**config.mk**
```make
export PLATFORM = sky130hd
export DESIGN_NAME = lrb_core
export DESIGN_NICKNAME = d
export VERILOG_FILES = /design/src/design/lrb_pkg.sv /design/src/design/lrb_fifo.sv /design/src/design/lrb_dtr_ram.sv /design/src/design/lrb_core.sv
export VERILOG_INCLUDE_DIRS = /design/src /design/src/design
export SDC_FILE = /design/constraint.sdc
export NUM_CORES = 1
export LEC_CHECK = 0
export ABC_CLOCK_PERIOD_IN_PS = 9300
export BUFFER_PORTS_ARGS = -buffer_cell sky130_fd_sc_hd__buf_2
export CORE_MARGIN = 2
export CORE_UTILIZATION = 67
export DETAILED_ROUTE_END_ITERATION = 8
export HOLD_SLACK_MARGIN = 0.06
export MAX_ROUTING_LAYER = met4
export PLACE_DENSITY_LB_ADDON = 0.05
export SKIP_LAST_GASP = 1
export SYNTH_ARGS = -nofsm -noshare
export SYNTH_HDL_FRONTEND = slang
export SYNTH_HIERARCHICAL = 1
export SYNTH_SLANG_ARGS = --single-unit
```
**constraint.sdc**
```tcl
create_clock -name clk -period 9.3 [get_ports clk]
set_clock_uncertainty 0.15 [all_clocks]
set_input_delay 1.86 -clock clk [delete_from_list [all_inputs] [get_ports clk]]
set_output_delay 1.86 -clock clk [all_outputs]
set_load 0.01 [all_outputs]
```
**src/design/lrb_defs.svh**
```systemverilog
// constants of the display read-back target: offsets, fields, resets, sizes
// assumes nothing; included by every design file that needs a figure
`ifndef LRB_DEFS_SVH
`define LRB_DEFS_SVH

// target address, upper six bits; the low bit comes from the strap pin
`define LRB_TARGET_HI 6'h1d

// control byte fields
`define LRB_CB_CONT 7
`define LRB_CB_RS 6

// instruction decode patterns
`define LRB_CMD_HOME 7'h01
`define LRB_CMD_ENTRY 6'h01
`define LRB_CMD_SHIFT 4'h1
`define LRB_CMD_ADDR_BIT 7

// display text ram and fifo
`define LRB_DTR_DEPTH 80
`define LRB_DTR_AW 7
`define LRB_DTR_LAST 7'h4f
`define LRB_DW 8
`define LRB_WORD_W 9
`define LRB_FIFO_DEPTH 16

// reset values
`define LRB_AC_RST 7'h00
`define LRB_SHIFT_RST 7'h00
`define LRB_RS_RST 1'b0
`define LRB_INCR_RST 1'b1
`define LRB_SEN_RST 1'b0
`define LRB_BYTE_RST 8'h00

`endif

```
**src/design/lrb_pkg.sv**
```systemverilog
// types shared by the display read-back target
// assumes lrb_defs.svh holds every figure; this package holds only types
package lrb_pkg;

	// serial link states, gray along start-address-ack-data
	typedef enum logic [2:0] {
		L_IDLE = 3'h0,
		L_ADDR = 3'h1,
		L_ADDR_ACK = 3'h3,
		L_WR = 3'h2,
		L_WR_ACK = 3'h6,
		L_RD = 3'h7,
		L_RD_ACK = 3'h5,
		L_WAIT = 3'h4
	} lrb_link_t;

	// command executor states
	typedef enum logic {
		C_IDLE = 1'b0,
		C_FETCH = 1'b1
	} lrb_core_t;

endpackage : lrb_pkg

```
**src/design/lrb_fifo.sv**
```systemverilog
// synchronous fifo with valid/ready on both sides
// assumes one clock and an asynchronous active-high reset
`timescale 1ns/1ns
`default_nettype none

module lrb_fifo #(
	parameter int WIDTH = 9,
	parameter int DEPTH = 16
) (
	// clock and reset
	input wire logic clk,
	input wire logic sys_rst,
	// filling side
	input wire logic in_valid,
	output logic in_ready,
	input wire logic [WIDTH-1:0] in_data,
	// draining side
	output logic out_valid,
	input wire logic out_ready,
	output logic [WIDTH-1:0] out_data
);

	localparam int AW = $clog2(DEPTH);

	logic [WIDTH-1:0] mem_reg [DEPTH];
	logic [AW:0] wr_reg, wr_next, rd_reg, rd_next;
	logic do_wr, do_rd;

	// extra pointer bit tells full from empty
	assign in_ready = (wr_reg[AW] == rd_reg[AW]) || (wr_reg[AW-1:0] != rd_reg[AW-1:0]);
	assign out_valid = wr_reg != rd_reg;
	assign out_data = mem_reg[rd_reg[AW-1:0]];

	always_comb begin
		do_wr = in_valid && in_ready;
		do_rd = out_valid && out_ready;
		wr_next = do_wr ? wr_reg + 1'b1 : wr_reg;
		rd_next = do_rd ? rd_reg + 1'b1 : rd_reg;
	end

	always_ff @(posedge clk or posedge sys_rst) begin
		if (sys_rst) begin
			wr_reg <= '0;
			rd_reg <= '0;
		end else begin
			wr_reg <= wr_next;
			rd_reg <= rd_next;
		end
	end

	// storage holds no control state, so it carries no reset
	always_ff @(posedge clk) begin
		if (do_wr) begin
			mem_reg[wr_reg[AW-1:0]] <= in_data;
		end
	end

endmodule : lrb_fifo

`default_nettype wire

```
**src/design/lrb_dtr_ram.sv**
```systemverilog
// display text ram: one write port, one read port with registered data
// assumes one clock; contents are undefined after power-up
`timescale 1ns/1ns
`default_nettype none
`include "lrb_defs.svh"

module lrb_dtr_ram (
	// clock and reset
	input wire logic clk,
	input wire logic sys_rst,
	// write port
	input wire logic we,
	input wire logic [`LRB_DTR_AW-1:0] waddr,
	input wire logic [`LRB_DW-1:0] wdata,
	// read port, data one cycle after the address
	input wire logic [`LRB_DTR_AW-1:0] raddr,
	output logic [`LRB_DW-1:0] rdata
);

	logic [`LRB_DW-1:0] mem_reg [`LRB_DTR_DEPTH];

	always_ff @(posedge clk) begin
		if (we) begin
			mem_reg[waddr] <= wdata;
		end
	end

	always_ff @(posedge clk or posedge sys_rst) begin
		if (sys_rst) begin
			rdata <= `LRB_BYTE_RST;
		end else begin
			rdata <= mem_reg[raddr];
		end
	end

endmodule : lrb_dtr_ram

`default_nettype wire

```
**src/design/lrb_core.sv**
```systemverilog
// two-wire target of a character display controller, read-back path
// assumes scl/sda already synchronous to clk and an external open-drain wire
`timescale 1ns/1ns
`default_nettype none
`include "lrb_defs.svh"

// How it works
// - home command clears address counter to zero
// - home cancels display shift, text untouched
// - home leaves read data register alone
// - read address ack loads data register out when select is one, status byte when zero
// - first byte undefined until address set or read
// - last control byte with select one reads ram
// - read byte shifted out msb first, eight clocks
// - master ack fetches next ram location when select is one
// - master nack causes no internal action
// - address low bit follows strap pin
// - register select holds until next control byte
module lrb_core (
	// clock and reset
	input wire logic clk,
	input wire logic sys_rst,
	// serial bus, sda open-drain
	input wire logic scl_in,
	input wire logic sda_in,
	output logic sda_out,
	output logic sda_oe,
	// strap
	input wire logic address_strap_low_bit,
	// status
	output logic [`LRB_DTR_AW-1:0] addr_counter,
	output logic [`LRB_DTR_AW-1:0] display_shift,
	output logic entry_incr,
	output logic entry_shift,
	output logic register_select,
	output logic rd_data_known,
	output logic busy
);

	//----------------------------------------------------------------
	// shared helpers
	//----------------------------------------------------------------
	function automatic logic [`LRB_DTR_AW-1:0] lrb_adv(input logic [`LRB_DTR_AW-1:0] v,
		input logic up);
		if (up) begin
			lrb_adv = (v == `LRB_DTR_LAST) ? `LRB_AC_RST : v + 1'b1;
		end else begin
			lrb_adv = (v == `LRB_AC_RST) ? `LRB_DTR_LAST : v - 1'b1;
		end
	endfunction : lrb_adv

	lrb_pkg::lrb_link_t lstate_reg, lstate_next;
	lrb_pkg::lrb_core_t cstate_reg, cstate_next;
	logic scl_q, sda_q, strap_reg;
	logic scl_rise, scl_fall, start_cond, stop_cond;
	logic [3:0] cnt_reg, cnt_next;
	logic [7:0] sh_reg, sh_next;
	logic oe_reg, oe_next, rw_reg, rw_next, rs_reg, rs_next;
	logic cont_reg, cont_next, ctrl_reg, ctrl_next, ack_reg, ack_next;
	logic push_valid, push_ready, rd_req, nack_pulse;
	logic [`LRB_WORD_W-1:0] fifo_q;
	logic fifo_valid, pop;
	logic [`LRB_DTR_AW-1:0] ac_reg, ac_next, dsh_reg, dsh_next;
	logic incr_reg, incr_next, sen_reg, sen_next, known_reg, known_next;
	logic lflag_reg, lflag_next, pend_reg, pend_next, shift_load, ram_we;
	logic [7:0] dr_reg, dr_next, ram_q, status_byte;

	assign scl_rise = scl_in && !scl_q;
	assign scl_fall = !scl_in && scl_q;
	assign start_cond = scl_in && scl_q && sda_q && !sda_in;
	assign stop_cond = scl_in && scl_q && !sda_q && sda_in;
	assign busy = fifo_valid || (cstate_reg != lrb_pkg::C_IDLE) || pend_reg;
	assign status_byte = {busy, ac_reg};
	assign sda_out = 1'b0;
	assign sda_oe = oe_reg;
	assign addr_counter = ac_reg;
	assign display_shift = dsh_reg;
	assign entry_incr = incr_reg;
	assign entry_shift = sen_reg;
	assign register_select = rs_reg;
	assign rd_data_known = known_reg;

	//----------------------------------------------------------------
	// serial link
	//----------------------------------------------------------------
	always_comb begin
		lstate_next = lstate_reg;
		cnt_next = cnt_reg;
		sh_next = sh_reg;
		oe_next = oe_reg;
		rw_next = rw_reg;
		rs_next = rs_reg;
		cont_next = cont_reg;
		ctrl_next = ctrl_reg;
		ack_next = ack_reg;
		push_valid = 1'b0;
		rd_req = 1'b0;
		nack_pulse = 1'b0;
		unique case (lstate_reg)
			lrb_pkg::L_IDLE, lrb_pkg::L_WAIT: begin
			end
			lrb_pkg::L_ADDR, lrb_pkg::L_WR: begin
				if (scl_rise) begin
					sh_next = {sh_reg[6:0], sda_in};
					cnt_next = cnt_reg + 1'b1;
				end else if (scl_fall && cnt_reg == 4'h8) begin
					if (lstate_reg == lrb_pkg::L_ADDR) begin
						if (sh_reg[7:1] == {`LRB_TARGET_HI, strap_reg}) begin
							oe_next = 1'b1;
							rw_next = sh_reg[0];
							lstate_next = lrb_pkg::L_ADDR_ACK;
							if (sh_reg[0]) begin
								sh_next = rs_reg ? dr_reg : status_byte;
							end
						end else begin
							lstate_next = lrb_pkg::L_WAIT;
						end
					end else if (ctrl_reg) begin
						cont_next = sh_reg[`LRB_CB_CONT];
						rs_next = sh_reg[`LRB_CB_RS];
						ctrl_next = 1'b0;
						oe_next = 1'b1;
						lstate_next = lrb_pkg::L_WR_ACK;
					end else begin
						push_valid = 1'b1;
						// a full fifo refuses the byte with a nack
						if (push_ready) begin
							ctrl_next = cont_reg;
							oe_next = 1'b1;
							lstate_next = lrb_pkg::L_WR_ACK;
						end else begin
							lstate_next = lrb_pkg::L_WAIT;
						end
					end
				end
			end
			lrb_pkg::L_ADDR_ACK, lrb_pkg::L_WR_ACK: begin
				if (scl_fall) begin
					cnt_next = 4'h0;
					if (lstate_reg == lrb_pkg::L_ADDR_ACK && rw_reg) begin
						lstate_next = lrb_pkg::L_RD;
						oe_next = !sh_reg[7];
					end else begin
						lstate_next = lrb_pkg::L_WR;
						oe_next = 1'b0;
						if (lstate_reg == lrb_pkg::L_ADDR_ACK) begin
							ctrl_next = 1'b1;
						end
					end
				end
			end
			lrb_pkg::L_RD: begin
				if (scl_fall) begin
					if (cnt_reg == 4'h7) begin
						oe_next = 1'b0;
						ack_next = 1'b0;
						lstate_next = lrb_pkg::L_RD_ACK;
					end else begin
						sh_next = {sh_reg[6:0], 1'b0};
						cnt_next = cnt_reg + 1'b1;
						oe_next = !sh_reg[6];
					end
				end
			end
			lrb_pkg::L_RD_ACK: begin
				if (scl_rise) begin
					if (!sda_in) begin
						ack_next = 1'b1;
						rd_req = rs_reg;
					end else begin
						nack_pulse = 1'b1;
						lstate_next = lrb_pkg::L_WAIT;
					end
				end else if (shift_load) begin
					sh_next = dr_next;
				end else if (scl_fall && ack_reg) begin
					lstate_next = lrb_pkg::L_RD;
					cnt_next = 4'h0;
					if (!rs_reg) begin
						sh_next = status_byte;
						oe_next = !status_byte[7];
					end else begin
						oe_next = !sh_reg[7];
					end
				end
			end
		endcase
		if (stop_cond) begin
			lstate_next = lrb_pkg::L_IDLE;
			oe_next = 1'b0;
		end else if (start_cond) begin
			lstate_next = lrb_pkg::L_ADDR;
			cnt_next = 4'h0;
			oe_next = 1'b0;
		end
	end

	always_ff @(posedge clk or posedge sys_rst) begin
		if (sys_rst) begin
			lstate_reg <= lrb_pkg::L_IDLE;
			scl_q <= 1'b1;
			sda_q <= 1'b1;
			strap_reg <= 1'b0;
			cnt_reg <= 4'h0;
			sh_reg <= `LRB_BYTE_RST;
			oe_reg <= 1'b0;
			rw_reg <= 1'b0;
			rs_reg <= `LRB_RS_RST;
			cont_reg <= 1'b0;
			ctrl_reg <= 1'b1;
			ack_reg <= 1'b0;
		end else begin
			lstate_reg <= lstate_next;
			scl_q <= scl_in;
			sda_q <= sda_in;
			strap_reg <= address_strap_low_bit;
			cnt_reg <= cnt_next;
			sh_reg <= sh_next;
			oe_reg <= oe_next;
			rw_reg <= rw_next;
			rs_reg <= rs_next;
			cont_reg <= cont_next;
			ctrl_reg <= ctrl_next;
			ack_reg <= ack_next;
		end
	end

	//----------------------------------------------------------------
	// byte queue and text ram
	//----------------------------------------------------------------
	lrb_fifo #(
		.WIDTH(`LRB_WORD_W),
		.DEPTH(`LRB_FIFO_DEPTH)
	) u_fifo (
		.clk(clk),
		.sys_rst(sys_rst),
		.in_valid(push_valid),
		.in_ready(push_ready),
		.in_data({rs_reg, sh_reg}),
		.out_valid(fifo_valid),
		.out_ready(pop),
		.out_data(fifo_q)
	);

	lrb_dtr_ram u_ram (
		.clk(clk),
		.sys_rst(sys_rst),
		.we(ram_we),
		.waddr(ac_reg),
		.wdata(fifo_q[7:0]),
		.raddr(ac_next),
		.rdata(ram_q)
	);

	//----------------------------------------------------------------
	// command executor
	//----------------------------------------------------------------
	always_comb begin
		cstate_next = cstate_reg;
		ac_next = ac_reg;
		dsh_next = dsh_reg;
		incr_next = incr_reg;
		sen_next = sen_reg;
		dr_next = dr_reg;
		known_next = known_reg;
		lflag_next = lflag_reg;
		pend_next = pend_reg || rd_req;
		pop = 1'b0;
		ram_we = 1'b0;
		shift_load = 1'b0;
		unique case (cstate_reg)
			lrb_pkg::C_IDLE: begin
				// a pending read outranks queued bytes so the ack window is met
				if (pend_reg || rd_req) begin
					pend_next = 1'b0;
					ac_next = lrb_adv(ac_reg, incr_reg);
					lflag_next = 1'b1;
					cstate_next = lrb_pkg::C_FETCH;
				end else if (fifo_valid) begin
					pop = 1'b1;
					if (fifo_q[8]) begin
						ram_we = 1'b1;
						ac_next = lrb_adv(ac_reg, incr_reg);
						if (sen_reg) begin
							dsh_next = lrb_adv(dsh_reg, incr_reg);
						end
					end else if (fifo_q[`LRB_CMD_ADDR_BIT]) begin
						ac_next = (fifo_q[6:0] > `LRB_DTR_LAST) ? `LRB_AC_RST : fifo_q[6:0];
						lflag_next = 1'b0;
						cstate_next = lrb_pkg::C_FETCH;
					end else if (fifo_q[7:1] == `LRB_CMD_HOME) begin
						ac_next = `LRB_AC_RST;
						dsh_next = `LRB_SHIFT_RST;
					end else if (fifo_q[7:2] == `LRB_CMD_ENTRY) begin
						incr_next = fifo_q[1];
						sen_next = fifo_q[0];
					end else if (fifo_q[7:4] == `LRB_CMD_SHIFT) begin
						if (fifo_q[3]) begin
							dsh_next = lrb_adv(dsh_reg, fifo_q[2]);
						end else begin
							ac_next = lrb_adv(ac_reg, fifo_q[2]);
						end
					end
				end
			end
			lrb_pkg::C_FETCH: begin
				dr_next = ram_q;
				known_next = 1'b1;
				shift_load = lflag_reg;
				cstate_next = lrb_pkg::C_IDLE;
			end
		endcase
	end

	always_ff @(posedge clk or posedge sys_rst) begin
		if (sys_rst) begin
			cstate_reg <= lrb_pkg::C_IDLE;
			ac_reg <= `LRB_AC_RST;
			dsh_reg <= `LRB_SHIFT_RST;
			incr_reg <= `LRB_INCR_RST;
			sen_reg <= `LRB_SEN_RST;
			dr_reg <= `LRB_BYTE_RST;
			known_reg <= 1'b0;
			lflag_reg <= 1'b0;
			pend_reg <= 1'b0;
		end else begin
			cstate_reg <= cstate_next;
			ac_reg <= ac_next;
			dsh_reg <= dsh_next;
			incr_reg <= incr_next;
			sen_reg <= sen_next;
			dr_reg <= dr_next;
			known_reg <= known_next;
			lflag_reg <= lflag_next;
			pend_reg <= pend_next;
		end
	end

	logic home_pop;
	assign home_pop = pop && !fifo_q[8] && fifo_q[7:1] == `LRB_CMD_HOME && !pend_reg && !rd_req;
endmodule : lrb_core

`default_nettype wire

```
-- Word-level counts from Yosys, hierarchy flattened
Memory sizes are Yosys's and may differ from the RTL's. A register that Yosys moved wholly into a read port is not among the register bits.
Index checks and enable logic that the tools add are counted.
- input port bits: 5
- bits in registers: 62
- memory bits (writable): 784
- memories: 2
- output and inout port bits: 21
- word-level logic and storage cells: 266
- bitwise gates (word level): 7
- order comparisons: 1
- reductions and logical operators: 46
- eq/ne operators: 52
- multiplexer cells: 127
- $add $sub $neg: 7
- memories (memory ; words ; width ; rd ports ; clocked after Yosys merged registers in ; write ports ; RTL line ; text):
    u_ram.mem_reg ; 80 ; 8 ; 1 ; 1 ; 1 ; lrb_dtr_ram.sv:20 ; logic [`LRB_DW-1:0] mem_reg [`LRB_DTR_DEPTH];
    u_fifo.mem_reg ; 16 ; 9 ; 1 ; 0 ; 1 ; lrb_fifo.sv:25 ; logic [WIDTH-1:0] mem_reg [DEPTH];
- operators with widths (kind ; count):
    7-bit 2-to-1 mux ; 25
    8-bit 2-to-1 mux ; 13
    1-bit 2-to-1 mux ; 57
    3-bit 2-to-1 mux ; 14
    4-bit 2-to-1 mux ; 9
    4-bit inequality test (second input constant) ; 8
    2-bit inequality test (second input constant) ; 12
    8-bit case mux with 3 select lines ; 1
    3-bit inequality test (second input constant) ; 7
    5-bit inequality test (second input constant) ; 4
    10-bit AND reduction ; 2
    9-bit AND reduction ; 2
    4-bit case mux with 4 select lines ; 1
    5-bit AND reduction ; 3
    7-bit by 1-bit adder with 7-bit output (second input constant) ; 2
    7-bit == test (second input constant) ; 2
    7-bit logical NOT ; 2
    7-bit AND reduction ; 2
    7-bit by 1-bit subtractor with 7-bit output (second input constant) ; 2
    1-bit logical AND ; 12
    3-bit case mux with 4 select lines ; 1
    5-bit by 1-bit adder with 5-bit output (second input constant) ; 2
    3-bit == test (second input constant) ; 3
    3-bit nonzero test ; 3
    other kinds (26) ; 51

-- Longest topological paths before layout
Gate-level depths: netlist (run 1).
- depth in word-level cells: 12
- depth in mapped cells: 21
- depth with buffers taken out: 14

-- Modules after synthesis
The synthesis (run 1) kept the hierarchy.
- by module, submodules not included (module ; area each (sq um) ; seq. area each (sq um) ; cells an instance ; instances):
    lrb_dtr_ram ; 24951.4 ; 19418.6 ; 1113 ; 1
    lrb_fifo ; 6227.2 ; 4574.4 ; 303 ; 1
    lrb_core ; 4222.8 ; 1306.3 ; 503 ; 1

-- Least setup slack after synthesis (run 1)
Ideal clock, no wire load.
- path kind: register to register
- start point: register u_fifo.rd_reg[1]
- end point: register u_ram.rdata[7] (read register of u_ram.mem_reg)
- buffers on the path: 4
- setup time: 0.121 ns
- stages on the path, launching flop included: 17
- data arrival time: 5.206 ns
- period minus slack after synthesis: 5.477 ns
- data required time: 9.029 ns
- slack: 3.823 ns
- cells stage by stage: dfrtp_1 buf_2 mux4_1 a22oi_1 nand2_1 nor3_1 a41oi_1 a32oi_1 o21ai_0 a221o_1 buf_2 buf_6 buf_2 mux4_2 mux4_2 a22oi_1 nand2_1
- elaborated cells between the ends (all ways): 17
- classes of those cells: order compare: 1; eq/ne: 4; mux: 11; memory: 1
- RTL lines (item ; RTL line ; text):
    start: declaration ; lrb_fifo.sv:26 ; logic [AW:0] wr_reg, wr_next, rd_reg, rd_next;
    start signal: assignment ; lrb_fifo.sv:47 ; rd_reg <= rd_next;
    memory read 16 x 9 bit (*) ; -- ;
    net fifo_q[6] ; lrb_core.sv:61 ; logic [`LRB_WORD_W-1:0] fifo_q;
    parallel branches: the longest is 4 deep, another holds 7-bit > comparator ; -- ;
    7-bit 2-to-1 mux (*) ; lrb_core.sv:287 ; end else if (fifo_q[`LRB_CMD_ADDR_BIT]) begin
    7-bit 2-to-1 mux (*) ; lrb_core.sv:281 ; if (fifo_q[8]) begin
    7-bit 2-to-1 mux (*) ; lrb_core.sv:279 ; end else if (fifo_valid) begin
    7-bit 2-to-1 mux (*) ; lrb_core.sv:274 ; if (pend_reg || rd_req) begin
    7-bit 2-to-1 mux (*) ; lrb_core.sv:271 ; unique case (cstate_reg)
    net ac_next[2] ; lrb_core.sv:63 ; logic [`LRB_DTR_AW-1:0] ac_reg, ac_next, dsh_reg, dsh_next;
    end: declaration ; lrb_dtr_ram.sv:17 ; output logic [`LRB_DW-1:0] rdata
Mark *: on every way through the listed nets, which the timed path passes.
A chain may end at the register's enable or synchronous reset.

-- Worst setup path after layout (run 1)
- start point: register u_fifo.rd_reg[1]
- end point: register u_ram.rdata[4] (read register of u_ram.mem_reg)
The elaborated chain is that of the path after synthesis.

==> results.md, run 1 <==
- The run finished with clean final reports.
- The H-tree was split into 3 levels.
- At the end of routability-driven placement, the weighted congestion stood at 0.846.
- For this run, the number of Yosys warnings is 6.
- Yosys instantiated no cell more often than sky130_fd_sc_hd__edfxtp_1.
- The worst supply voltage drop on vdd is 0.263 mV.
- The arrival time at the worst endpoint is 7450 ps.
- The first global-routing pass estimated 117,000 um of wire.
- The total number of vias is 18,623.
- In this run the biggest area consumer among cell types represents 66.5% of the synthesized area.
- The internal power of the cells totals 7.56 mW.
- A synthesized cell averages 18.4 um2.
- The register area is 25,300 um2.
- The area growth from synthesis to layout is 9.12%.
- Along the worst path, the maximum fanout reaches 85.
- Among all flip-flop cells after synthesis, the most frequent one is sky130_fd_sc_hd__edfxtp_1.
- Yosys attributes the largest share of cell area to sky130_fd_sc_hd__edfxtp_1 (67%), sky130_fd_sc_hd__mux4_2 (12%), sky130_fd_sc_hd__dfrtp_1 (4.7%), sky130_fd_sc_hd__a22oi_1 (1.6%), sky130_fd_sc_hd__nor2_1 (1.3%).
- The area of the die is 54,700 um2.
- The worst path in the final design needs a cycle of 7100 ps, including I/O delays and setup.
- After floorplanning, the core was divided into 84 placement rows.
- The first routing iteration left 2,199 violations.
- The antenna diode count is 0.
- The number of pins with negative max-slew slack in the final report was 0.
- The tool flagged a number of max-cap violations equal to 0.
- The critical path in this run is classified as flop to flop.
- The total routing usage reported by global routing is 30.5%.
- The cell area after technology mapping is 35,400 um2.
- Setup violations remaining at the end of the flow were counted as 0.
- The number of top-level pins is 26.
- The clock passes through at most 3 buffers.
- Walking the worst path, the cells encountered are buf_4 > mux4_1 > a22oi_1 > nand2_4 > nor3_1 > and3b_1 > a221oi_1 > nand2_1 > a31o_4 > buf_4 > mux4_2 > mux4_2 > a22oi_1 > nand2_1.
- The number of clock sinks seen by CTS is 854.
- In this run, post-CTS hold repair placed 0 buffers.
- The number of global-route vias before repair is 18,238.
- The leakage power is 12.3 nW.
- On the critical path, the stage with the largest delay is an instance of sky130_fd_sc_hd__dfrtp_2.
- The power density of the placed cells is 283 nW/um2.
- The layout has 3,027 filler cells.
- Setup repair after global routing left no endpoint under its margin.
- The clock-pin slew on the worst setup and hold paths is 60 ps.
- Setup total negative slack on the finished layout was measured at 0 ps.
- For this run, design rule violations remaining after detail routing come to 0.
- The tree is rooted in a sky130_fd_sc_hd__clkbuf_16.
- For this run, asynchronously set or reset flops after synthesis account for 8.20%.
- The switching power of the nets is 3.37 mW.
- Once the clock tree was built, the setup fixing pass inserted 0 buffers.
- The detail-routed net length per standard cell is 29.1 um.
- Of the cells placed in the final design, the portion with a size suffix greater than 1 is 20.9%.
- The headroom to the max-slew limit is 20.6%.
- Synthesis inferred 854 register bits.
- The post-synthesis cell type count is 89.
- The number of antenna violations at the first check in global routing is 0.
- The share of total power in sequential cells is 43.0%.
- The latest clock arrival within the worst-skew pair is 620 ps.
- The largest area contributor in the synthesized netlist is sky130_fd_sc_hd__edfxtp_1.
- At the pin with the least slew margin, the transition time is 1190 ps.
- The data required time of the critical path is 9650 ps.
- The period utilization is 76.3%.
- The effective utilization at floorplan is 67.5%.
- The number of nets in the synthesized netlist is 1,936.
- The net count of the finished layout is 1,963.
- The height of the chip is 234 um.
- The post-route antenna net violation count is 0.
- The placed wire-length estimate after detailed placement is 48,200 um.
- The proportion of power drawn by combinational gates is 28.9%.
- The largest net degree at the start of global routing is 103.
- The count of TritonRoute iterations in the first routing pass is 5.
- In the routed layout, each cell is associated on average with a via count of 6.92.
- The count of buffers inserted at the top-level ports is 24.
- The critical path's largest stage delay is 870 ps.
- For this block, the routed nets add up to 78,300 um of wire.
- The total overflow left after global routing is 0.
- Counting the buffers created by CTS gives 83.
- The flip-flop count of the largest register, all copies and words added is 640.
- The portion of the post-synthesis area used by sequential elements is 71.5%.
- The worst setup path is captured at a flop.
- The commonest cells after synthesis are sky130_fd_sc_hd__edfxtp_1 (784), sky130_fd_sc_hd__mux4_2 (189), sky130_fd_sc_hd__nor2_1 (118).
- Cells fill 73.7% of the core in the end.
- Derived from the worst setup path, the maximum achievable clock frequency is 0.141 GHz.
- The die width is 234 um.
- The CTS tree is yes.
- The clock network burns 28.1% of the power.
- The number of flops mapped to enable cells by yosys is 784.
- The worst setup path is launched from a flop.
- The type of the worst min-delay path is flop to flop.
- The number of hold-slack violations in the final timing report is 0.
- The core region is 52,400 um2.
- In this run switching power makes up 30.8% of total power.
- The post-cts sizing count is 0.
- Synthesis produced 1,919 cells.
- The multi-input combinational cells in the finished layout cover a total of 9610 um2.
==> metal layers <==
metal	part of all wire [%]	GRT usage, %	vias to the layer above
met5	0	-	-
met4	2.6	8.54	0
met3	7.4	4.50	124
met2	49	47.6	852
met1	41	43.1	9763
li1	-	-	7884
==> stage by stage <==
| step | worst slack [ps] | cells | power [mW] | hold slack, ps | instance area, um2 |
|---|---|---|---|---|---|
| finish | 2200 | 2691 | 10.9 | 352 | 38600 |
| global route | 1700 | 2691 | 11.3 | 375 | 38600 |
| CTS | 2100 | 2691 | 11.0 | 356 | 38600 |
| detailed placement | 2120 | 2549 | 7.92 | 343 | 36200 |
| global placement | 2370 | 2549 | 7.87 | 335 | 36200 |
| floorplan | 3820 | 1919 | 7.04 | 324 | 35400 |
==> worst paths after layout <==
path,to,startpoint,depth (start not counted),slack (ps)
hold reg to reg,dr_reg[4],dr_reg[4],1,350
min in group asynchronous,u_fifo/wr_reg[0],sys_rst,2,1180
hold / removal,dr_reg[4],dr_reg[4],1,350
max in group asynchronous,display_shift[0],sys_rst,3,7130
setup / recovery,u_ram/rdata[4],u_fifo/rd_reg[1],14,2200
setup reg to reg,u_ram/rdata[4],u_fifo/rd_reg[1],14,2200
==> critical path: cells and delay by family (launching register included) <==
family	cells	cell delay, ps
flip-flops	1	870
AND/OR/NAND/NOR	5	1800
multiplexers	3	1630
buffers and inverters	2	990
AO/OA/AOI/OAI	4	1450
==> cell families after synthesis <==
group	synth area share, %
flip-flops	71.5
XOR/XNOR	0.640
adder cells (fa/ha/maj)	0.452
AO/OA/AOI/OAI	4.81
AND/OR/NAND/NOR	5.36
multiplexers	15.4
buffers and inverters	1.90
other	0.0106
==> power groups by stage <==
| stage | Clock, mW | Sequential, mW | Combinational, mW |
|---|---|---|---|
| after floorplan | 0 | 4.63 | 2.41 |
| after global placement | 0 | 4.76 | 3.10 |
| after detailed placement | 0 | 4.77 | 3.15 |
| after CTS | 3.11 | 4.69 | 3.16 |
| after global routing | 3.25 | 4.71 | 3.36 |
| final | 3.07 | 4.70 | 3.16 |
==> final cells by class <==
type / instances / area share [%]
multi-input cells: 934 / 24.9
clock inverters: 33 / 0.580
inverters: 25 / 0.243
flip-flops and latches: 854 / 65.5
repair buffers: 48 / 0.842
clock buffers: 109 / 5.74
well taps: 688 / 2.23
==> cell usage in the layout (no fill, tap or decap), types with 25 or more instances in the layout <==
cell type / instances
sky130_fd_sc_hd__mux4_2: 189
sky130_fd_sc_hd__dfrtp_1: 65
sky130_fd_sc_hd__nand3_1: 25
sky130_fd_sc_hd__a21oi_1: 30
sky130_fd_sc_hd__edfxtp_1: 784
sky130_fd_sc_hd__a22oi_1: 74
sky130_fd_sc_hd__mux2i_1: 43
sky130_fd_sc_hd__nor2_1: 118
sky130_fd_sc_hd__clkbuf_16: 85
sky130_fd_sc_hd__nand2_1: 82
sky130_fd_sc_hd__o21ai_0: 42
(Power assumes the default switching activity.)
==> run 2, diff against run 1 <==
Settings changed: ABC_AREA set to 1, ABC_CLOCK_PERIOD_IN_PS 9300 to 7300, CORE_UTILIZATION 67 to 63.
Clock period 9.3 ns to 7.3 ns, I/O delays scaled along.
==> run 2 against run 1 <==
  * Die area up 11%
  * Synthesized cell count grew 78%
  * Utilization fell by 5.0 points
  * Critical path depth grew 9
  * Sequential power rose by 19%
  * Power down 4.6%
  * Routed wire length grew 22%
  * Cell area is 4.3% higher
  * Critical path type unchanged
  * Largest cell class unchanged
==> results.md, run 2 <==
- Result of the run: completed (unchanged).
- The buffer type at the clock tree root is sky130_fd_sc_hd__clkbuf_16 (unchanged).
- The latest clock arrival within the worst-skew pair is 650 ps (was 620 ps).
- The post-layout minimum cycle time is 6210 ps (was 7100 ps).
- The detail-routed net length per standard cell came to 22.5 um (was 29.1 um).
- The wire length of the first global-routing pass is 145,000 um (was 117,000 um).
- The count of max-cap constraint violations is 0 (unchanged).
- The clock-pin slew on the worst setup and hold paths is 60 ps (about the same).
- The type of the worst min-delay path is flop to flop (unchanged).
- The share of the core filled with cells in the final layout was 68.7% (was 73.7%).
- The internal power contribution is 8.07 mW (was 7.56 mW).
- The critical setup path kind is flop to flop (unchanged).
- The critical path's largest stage delay is 1000 ps (was 870 ps).
- The number of flops mapped to enable cells by yosys is 784 (unchanged).
- The total of fill cells in the finished design is 4,313 (was 3,027).
- The placed wire-length estimate after detailed placement is 56,300 um (was 48,200 um).
- The net switching fraction of the power was 22.6% (was 30.8%).
- The CTS tree is yes (unchanged).
- The maximum frequency from static timing analysis is 0.161 GHz (was 0.141 GHz).
- The leading cell type in the layout, fill and taps excluded is sky130_fd_sc_hd__nand2_1 (was sky130_fd_sc_hd__edfxtp_1).
- The multi-input logic area is 10,300 um2 (was 9610 um2).
- The register bit count reported by yosys is 854 (unchanged).
- The largest area contributor in the synthesized netlist is sky130_fd_sc_hd__edfxtp_1 (unchanged).
- The family with the most delay on the worst path is buffers and inverters (was simple AND/OR/NAND/NOR gates).
- The average size of a mapped cell is 10.8 um2 (was 18.4 um2).
- The capture instance of the worst register-to-register path is u_ram/rdata[2] (was u_ram/rdata[4]).
- The leakage power is 14.7 nW (was 12.3 nW).
- The fraction of layout cells with a size suffix above 1 came to 7.05% (was 20.9%).
- The capture endpoint of the worst hold path is dr_reg[5] (was dr_reg[4]).
- The setup slack of the most critical reg-to-reg path came to 1090 ps (was 2200 ps).
- Most used cells in the layout excluding fill and tap cells: sky130_fd_sc_hd__nand2_1 (957), sky130_fd_sc_hd__edfxtp_1 (784), sky130_fd_sc_hd__nand3_1 (556), sky130_fd_sc_hd__nor2_1 (327), sky130_fd_sc_hd__o21ai_0 (182) (was sky130_fd_sc_hd__edfxtp_1 (784), sky130_fd_sc_hd__mux4_2 (189), sky130_fd_sc_hd__nor2_1 (118), sky130_fd_sc_hd__clkbuf_16 (85), sky130_fd_sc_hd__nand2_1 (82)).
- The number of cells produced by synthesis is 3,425 (was 1,919).
- The standard-cell row count is 89 (was 84).
- The category of the worst setup path capture point is a flop (unchanged).
- The setup fix buffers added after clock tree synthesis came to 0 (unchanged).
- The die width is 247 um (was 234 um).
- The sum of negative setup slack came to 0 ps (unchanged).
- The switching power of the nets is 2.36 mW (was 3.37 mW).
- The height of the chip came to 247 um (was 234 um).
- The number of clock sinks seen by CTS is 854 (unchanged).
- The weighted congestion at the end of routability-driven global placement came to 0.921 (was 0.846).
- The net count after synthesis came to 3,442 (was 1,936).
- The post-synthesis cell type count is 53 (was 89).
- The total number of vias was 25,912 (was 18,623).
- The worst hold-check slack was 324 ps (was 352 ps).
- The post-cts sizing count was 0 (unchanged).
- The total routing usage reported by global routing is 32.8% (was 30.5%).
- The number of antenna violations at the first check in global routing is 1 (was 0).
- The area share of the leading cell type in the synthesized netlist is 63.4% (was 66.5%).
- The number of setup violations in the final report is 0 (unchanged).
- The number of hold-slack violations in the final timing report is 0 (unchanged).
- The total buffers and inverters traversed by the critical path came to 6 (was 2).
- The effective utilization at floorplan is 63.3% (was 67.5%).
- The final routed wirelength across all metal layers is 95,400 um (was 78,300 um).
- The async set-reset flop share out of synthesis is 8.20% (unchanged).
- The core outline area is 58,700 um2 (was 52,400 um2).
- The headroom to the max-slew limit was 15.7% (was 20.6%).
- The number of global-route vias before repair is 24,801 (was 18,238).
- The most repeated cell in the gate-level netlist after synthesis is sky130_fd_sc_hd__nand2_1 (was sky130_fd_sc_hd__edfxtp_1).
- The register area came to 25,300 um2 (unchanged).
- Top cell types by occurrence after synthesis: sky130_fd_sc_hd__nand2_1 (965), sky130_fd_sc_hd__edfxtp_1 (784), sky130_fd_sc_hd__nand3_1 (556) (was sky130_fd_sc_hd__edfxtp_1 (784), sky130_fd_sc_hd__mux4_2 (189), sky130_fd_sc_hd__nor2_1 (118)).
- The arrival time at the worst endpoint is 6580 ps (was 7450 ps).
- The most numerous cell on the critical path is sky130_fd_sc_hd__nand2_1.
- The cell area after technology mapping was 37,100 um2 (was 35,400 um2).
- The post-route antenna net violation count was 0 (unchanged).
- The number of buffers between clock root and the deepest sink is 3 (unchanged).
- The layout-stage area growth over the synthesis result was 8.54% (was 9.12%).
- Cells taking the most area after synthesis: sky130_fd_sc_hd__edfxtp_1 (63%), sky130_fd_sc_hd__nand2_1 (9.8%), sky130_fd_sc_hd__nand3_1 (7.5%), sky130_fd_sc_hd__dfrtp_1 (4.4%), sky130_fd_sc_hd__nor2_1 (3.3%) (was sky130_fd_sc_hd__edfxtp_1 (67%), sky130_fd_sc_hd__mux4_2 (12%), sky130_fd_sc_hd__dfrtp_1 (4.7%), sky130_fd_sc_hd__a22oi_1 (1.6%), sky130_fd_sc_hd__nor2_1 (1.3%)).
- The remaining global-route overflow came to 0 (unchanged).
- Cell breakdown of the critical path: inv_2 > buf_4 > nor2_1 > o21ai_0 > nand2_1 > nand2_1 > inv_1 > nand2_4 > buf_4 > a31oi_1 > o21ai_0 > nand2_1 > a22oi_2 > clkinv_2 > buf_4 > nand3_1 > nand3_1 > nand2_1 > nand2_1 > nand3_1 > nand2_1 > nand2_1 > nand2_1 (was buf_4 > mux4_1 > a22oi_1 > nand2_4 > nor3_1 > and3b_1 > a221oi_1 > nand2_1 > a31o_4 > buf_4 > mux4_2 > mux4_2 > a22oi_1 > nand2_1).
- The violation count after the first detailed-routing iteration is 2,809 (was 2,199).
- The number of top-level pins is 26 (unchanged).
- The count of TritonRoute iterations in the first routing pass came to 5 (unchanged).
- The number of standard cells in the layout, taps in and fillers out is 4,233 (was 2,691).
- The proportion of power drawn by combinational gates is 5.0% (was 28.9%).
- The hold buffer count at CTS is 0 (unchanged).
- The number of buffers created by CTS is 86 (was 83).
- The number of warnings printed during yosys synthesis is 6 (unchanged).
- The most common flop cell mapped by yosys is sky130_fd_sc_hd__edfxtp_1 (unchanged).
- The source of the worst register-to-register timing path is u_fifo/rd_reg[0] (was u_fifo/rd_reg[1]).
- The share of total power in sequential cells was 53.6% (was 43.0%).
- The count of buffers inserted at the top-level ports is 24 (unchanged).
- The slowest cell on the critical path is sky130_fd_sc_hd__clkinv_2 (was sky130_fd_sc_hd__dfrtp_2).
- The startpoint class of the critical path is a flop (unchanged).
- The power density of the placed cells is 259 nW/um2 (was 283 nW/um2).
- The pin slew with the least headroom to its limit came to 1260 ps (was 1190 ps).
- The period utilization is 85.1% (was 76.3%).
- The area of the die is 60,900 um2 (was 54,700 um2).
- The worst supply voltage drop on vdd is 0.264 mV (was 0.263 mV).
- The instance count along the most critical hold path is 2 (was 1).
- The count of H-tree levels built during CTS is 3 (unchanged).
- The data required time of the critical path is 7670 ps (was 9650 ps).
- The cell count of the worst reg-to-reg path is 23 (was 14).
- The startpoint of the lowest-slack hold path was dr_reg[5] (was dr_reg[4]).
- Unrepaired setup endpoints after global routing: no (unchanged).
- The ratio of routed vias to standard cells came to 6.12 (was 6.92).
- The flip-flop count of the largest register, all copies and words added is 640 (unchanged).
- The relative contribution of the clock network to total power is 41.4% (was 28.1%).
- The portion of the post-synthesis area used by sequential elements came to 68.1% (was 71.5%).
- The number of pins with negative max-slew slack in the final report is 0 (unchanged).
- The largest net degree at the start of global routing is 162 (was 103).
- The top fanout value on the critical path is 74 (was 85).
- The number of placed instances with taps included is 4,076 (was 2,549).
- The net count of the finished layout is 3,409 (was 1,963).
- The number of remaining DRC errors is 0 (unchanged).
run 2: cell types whose count changed in the layout (fill, tap and decap cells not counted), moves of 43 or more:
cell	change
sky130_fd_sc_hd__a22oi_1	-74
sky130_fd_sc_hd__inv_1	+87
sky130_fd_sc_hd__mux2i_1	-43
sky130_fd_sc_hd__mux4_2	-189
sky130_fd_sc_hd__nand2_1	+875
sky130_fd_sc_hd__nand3_1	+531
sky130_fd_sc_hd__nor2_1	+209
sky130_fd_sc_hd__o21ai_0	+140
run 2: metrics by stage:
stage / power (mW) / setup WS [ps] / area, um2
finish: 10.4 / 1090 / 40300
global route: 10.7 / 766 / 40300
CTS: 10.5 / 1080 / 40300
detailed placement: 6.20 / 1120 / 37500
global placement: 6.19 / 1210 / 37500
floorplan: 6.01 / 2610 / 37100
run 2: logic make-up (layout without fill, tap and decap cells):
group                      after synthesis  count (layout)  share of synthesized area, %
other                                    1               2                        0.0101
AOI/OAI and AO/OA                      316             316                          4.83
and+or+nand+nor                       1914            1914                          21.7
adders and majority gates               12              12                         0.404
xor gates and xnor gates                17              17                         0.401
buffers and inverters                  310             344                          4.49
muxes                                    1               1                        0.0303
DFF                                    854             854                          68.1
run 2: worst max-delay path by stage:
| stage | from | depth (start not counted) | end | slack, ps |
|---|---|---|---|---|
| 6_report | u_fifo/rd_reg[0] | 23 | u_ram/rdata[2] | 1090 |
| 5_1_grt | u_fifo/rd_reg[0] | 20 | u_ram/rdata[4] | 770 |
| 4_1_cts | u_fifo/rd_reg[0] | 23 | u_ram/rdata[2] | 1080 |
| 3_5_place_dp | u_fifo/rd_reg[0] | 23 | u_ram/rdata[2] | 1120 |
| 3_3_place_gp | u_fifo/rd_reg[0] | 23 | u_ram/rdata[2] | 1210 |
| 2_1_floorplan | u_fifo/rd_reg[0] | 27 | u_ram/rdata[0] | 2610 |
run 2: power groups by stage:
stage / logic, mW / clock network [mW] / registers [mW]
6_report: 0.522 / 4.31 / 5.59
5_1_grt: 0.583 / 4.53 / 5.60
4_1_cts: 0.515 / 4.36 / 5.59
3_5_place_dp: 0.512 / 0 / 5.69
3_3_place_gp: 0.503 / 0 / 5.69
2_1_floorplan: 0.404 / 0 / 5.61
run 2: area by class of cell:
| type | instances | area share [%] |
|---|---|---|
| antenna | 1 | 0.00621 |
| sequential | 854 | 62.8 |
| tap | 773 | 2.40 |
| timing repair buffer | 63 | 1.35 |
| clock inverter | 50 | 1.23 |
| inverter | 126 | 1.20 |
| multi-input combinational | 2261 | 25.5 |
| clock buffer | 105 | 5.57 |
run 2: worst register-to-register path: cells and delay by family, from the launching register on:
| kind | cells | cell delay, ps |
|---|---|---|
| buf+inv | 6 | 3290 |
| simple gates | 13 | 1410 |
| compound gates | 4 | 810 |
| flops | 1 | 400 |
run 2: routing by layer:
layer / up-vias / GRT usage [%] / part of all wire (%)
li1: 11867 / - / -
met1: 12571 / 42.2 / 39
met5: - / - / 0
met2: 1226 / 52.0 / 49
met3: 248 / 4.99 / 8.1
met4: 0 / 14.7 / 4.5
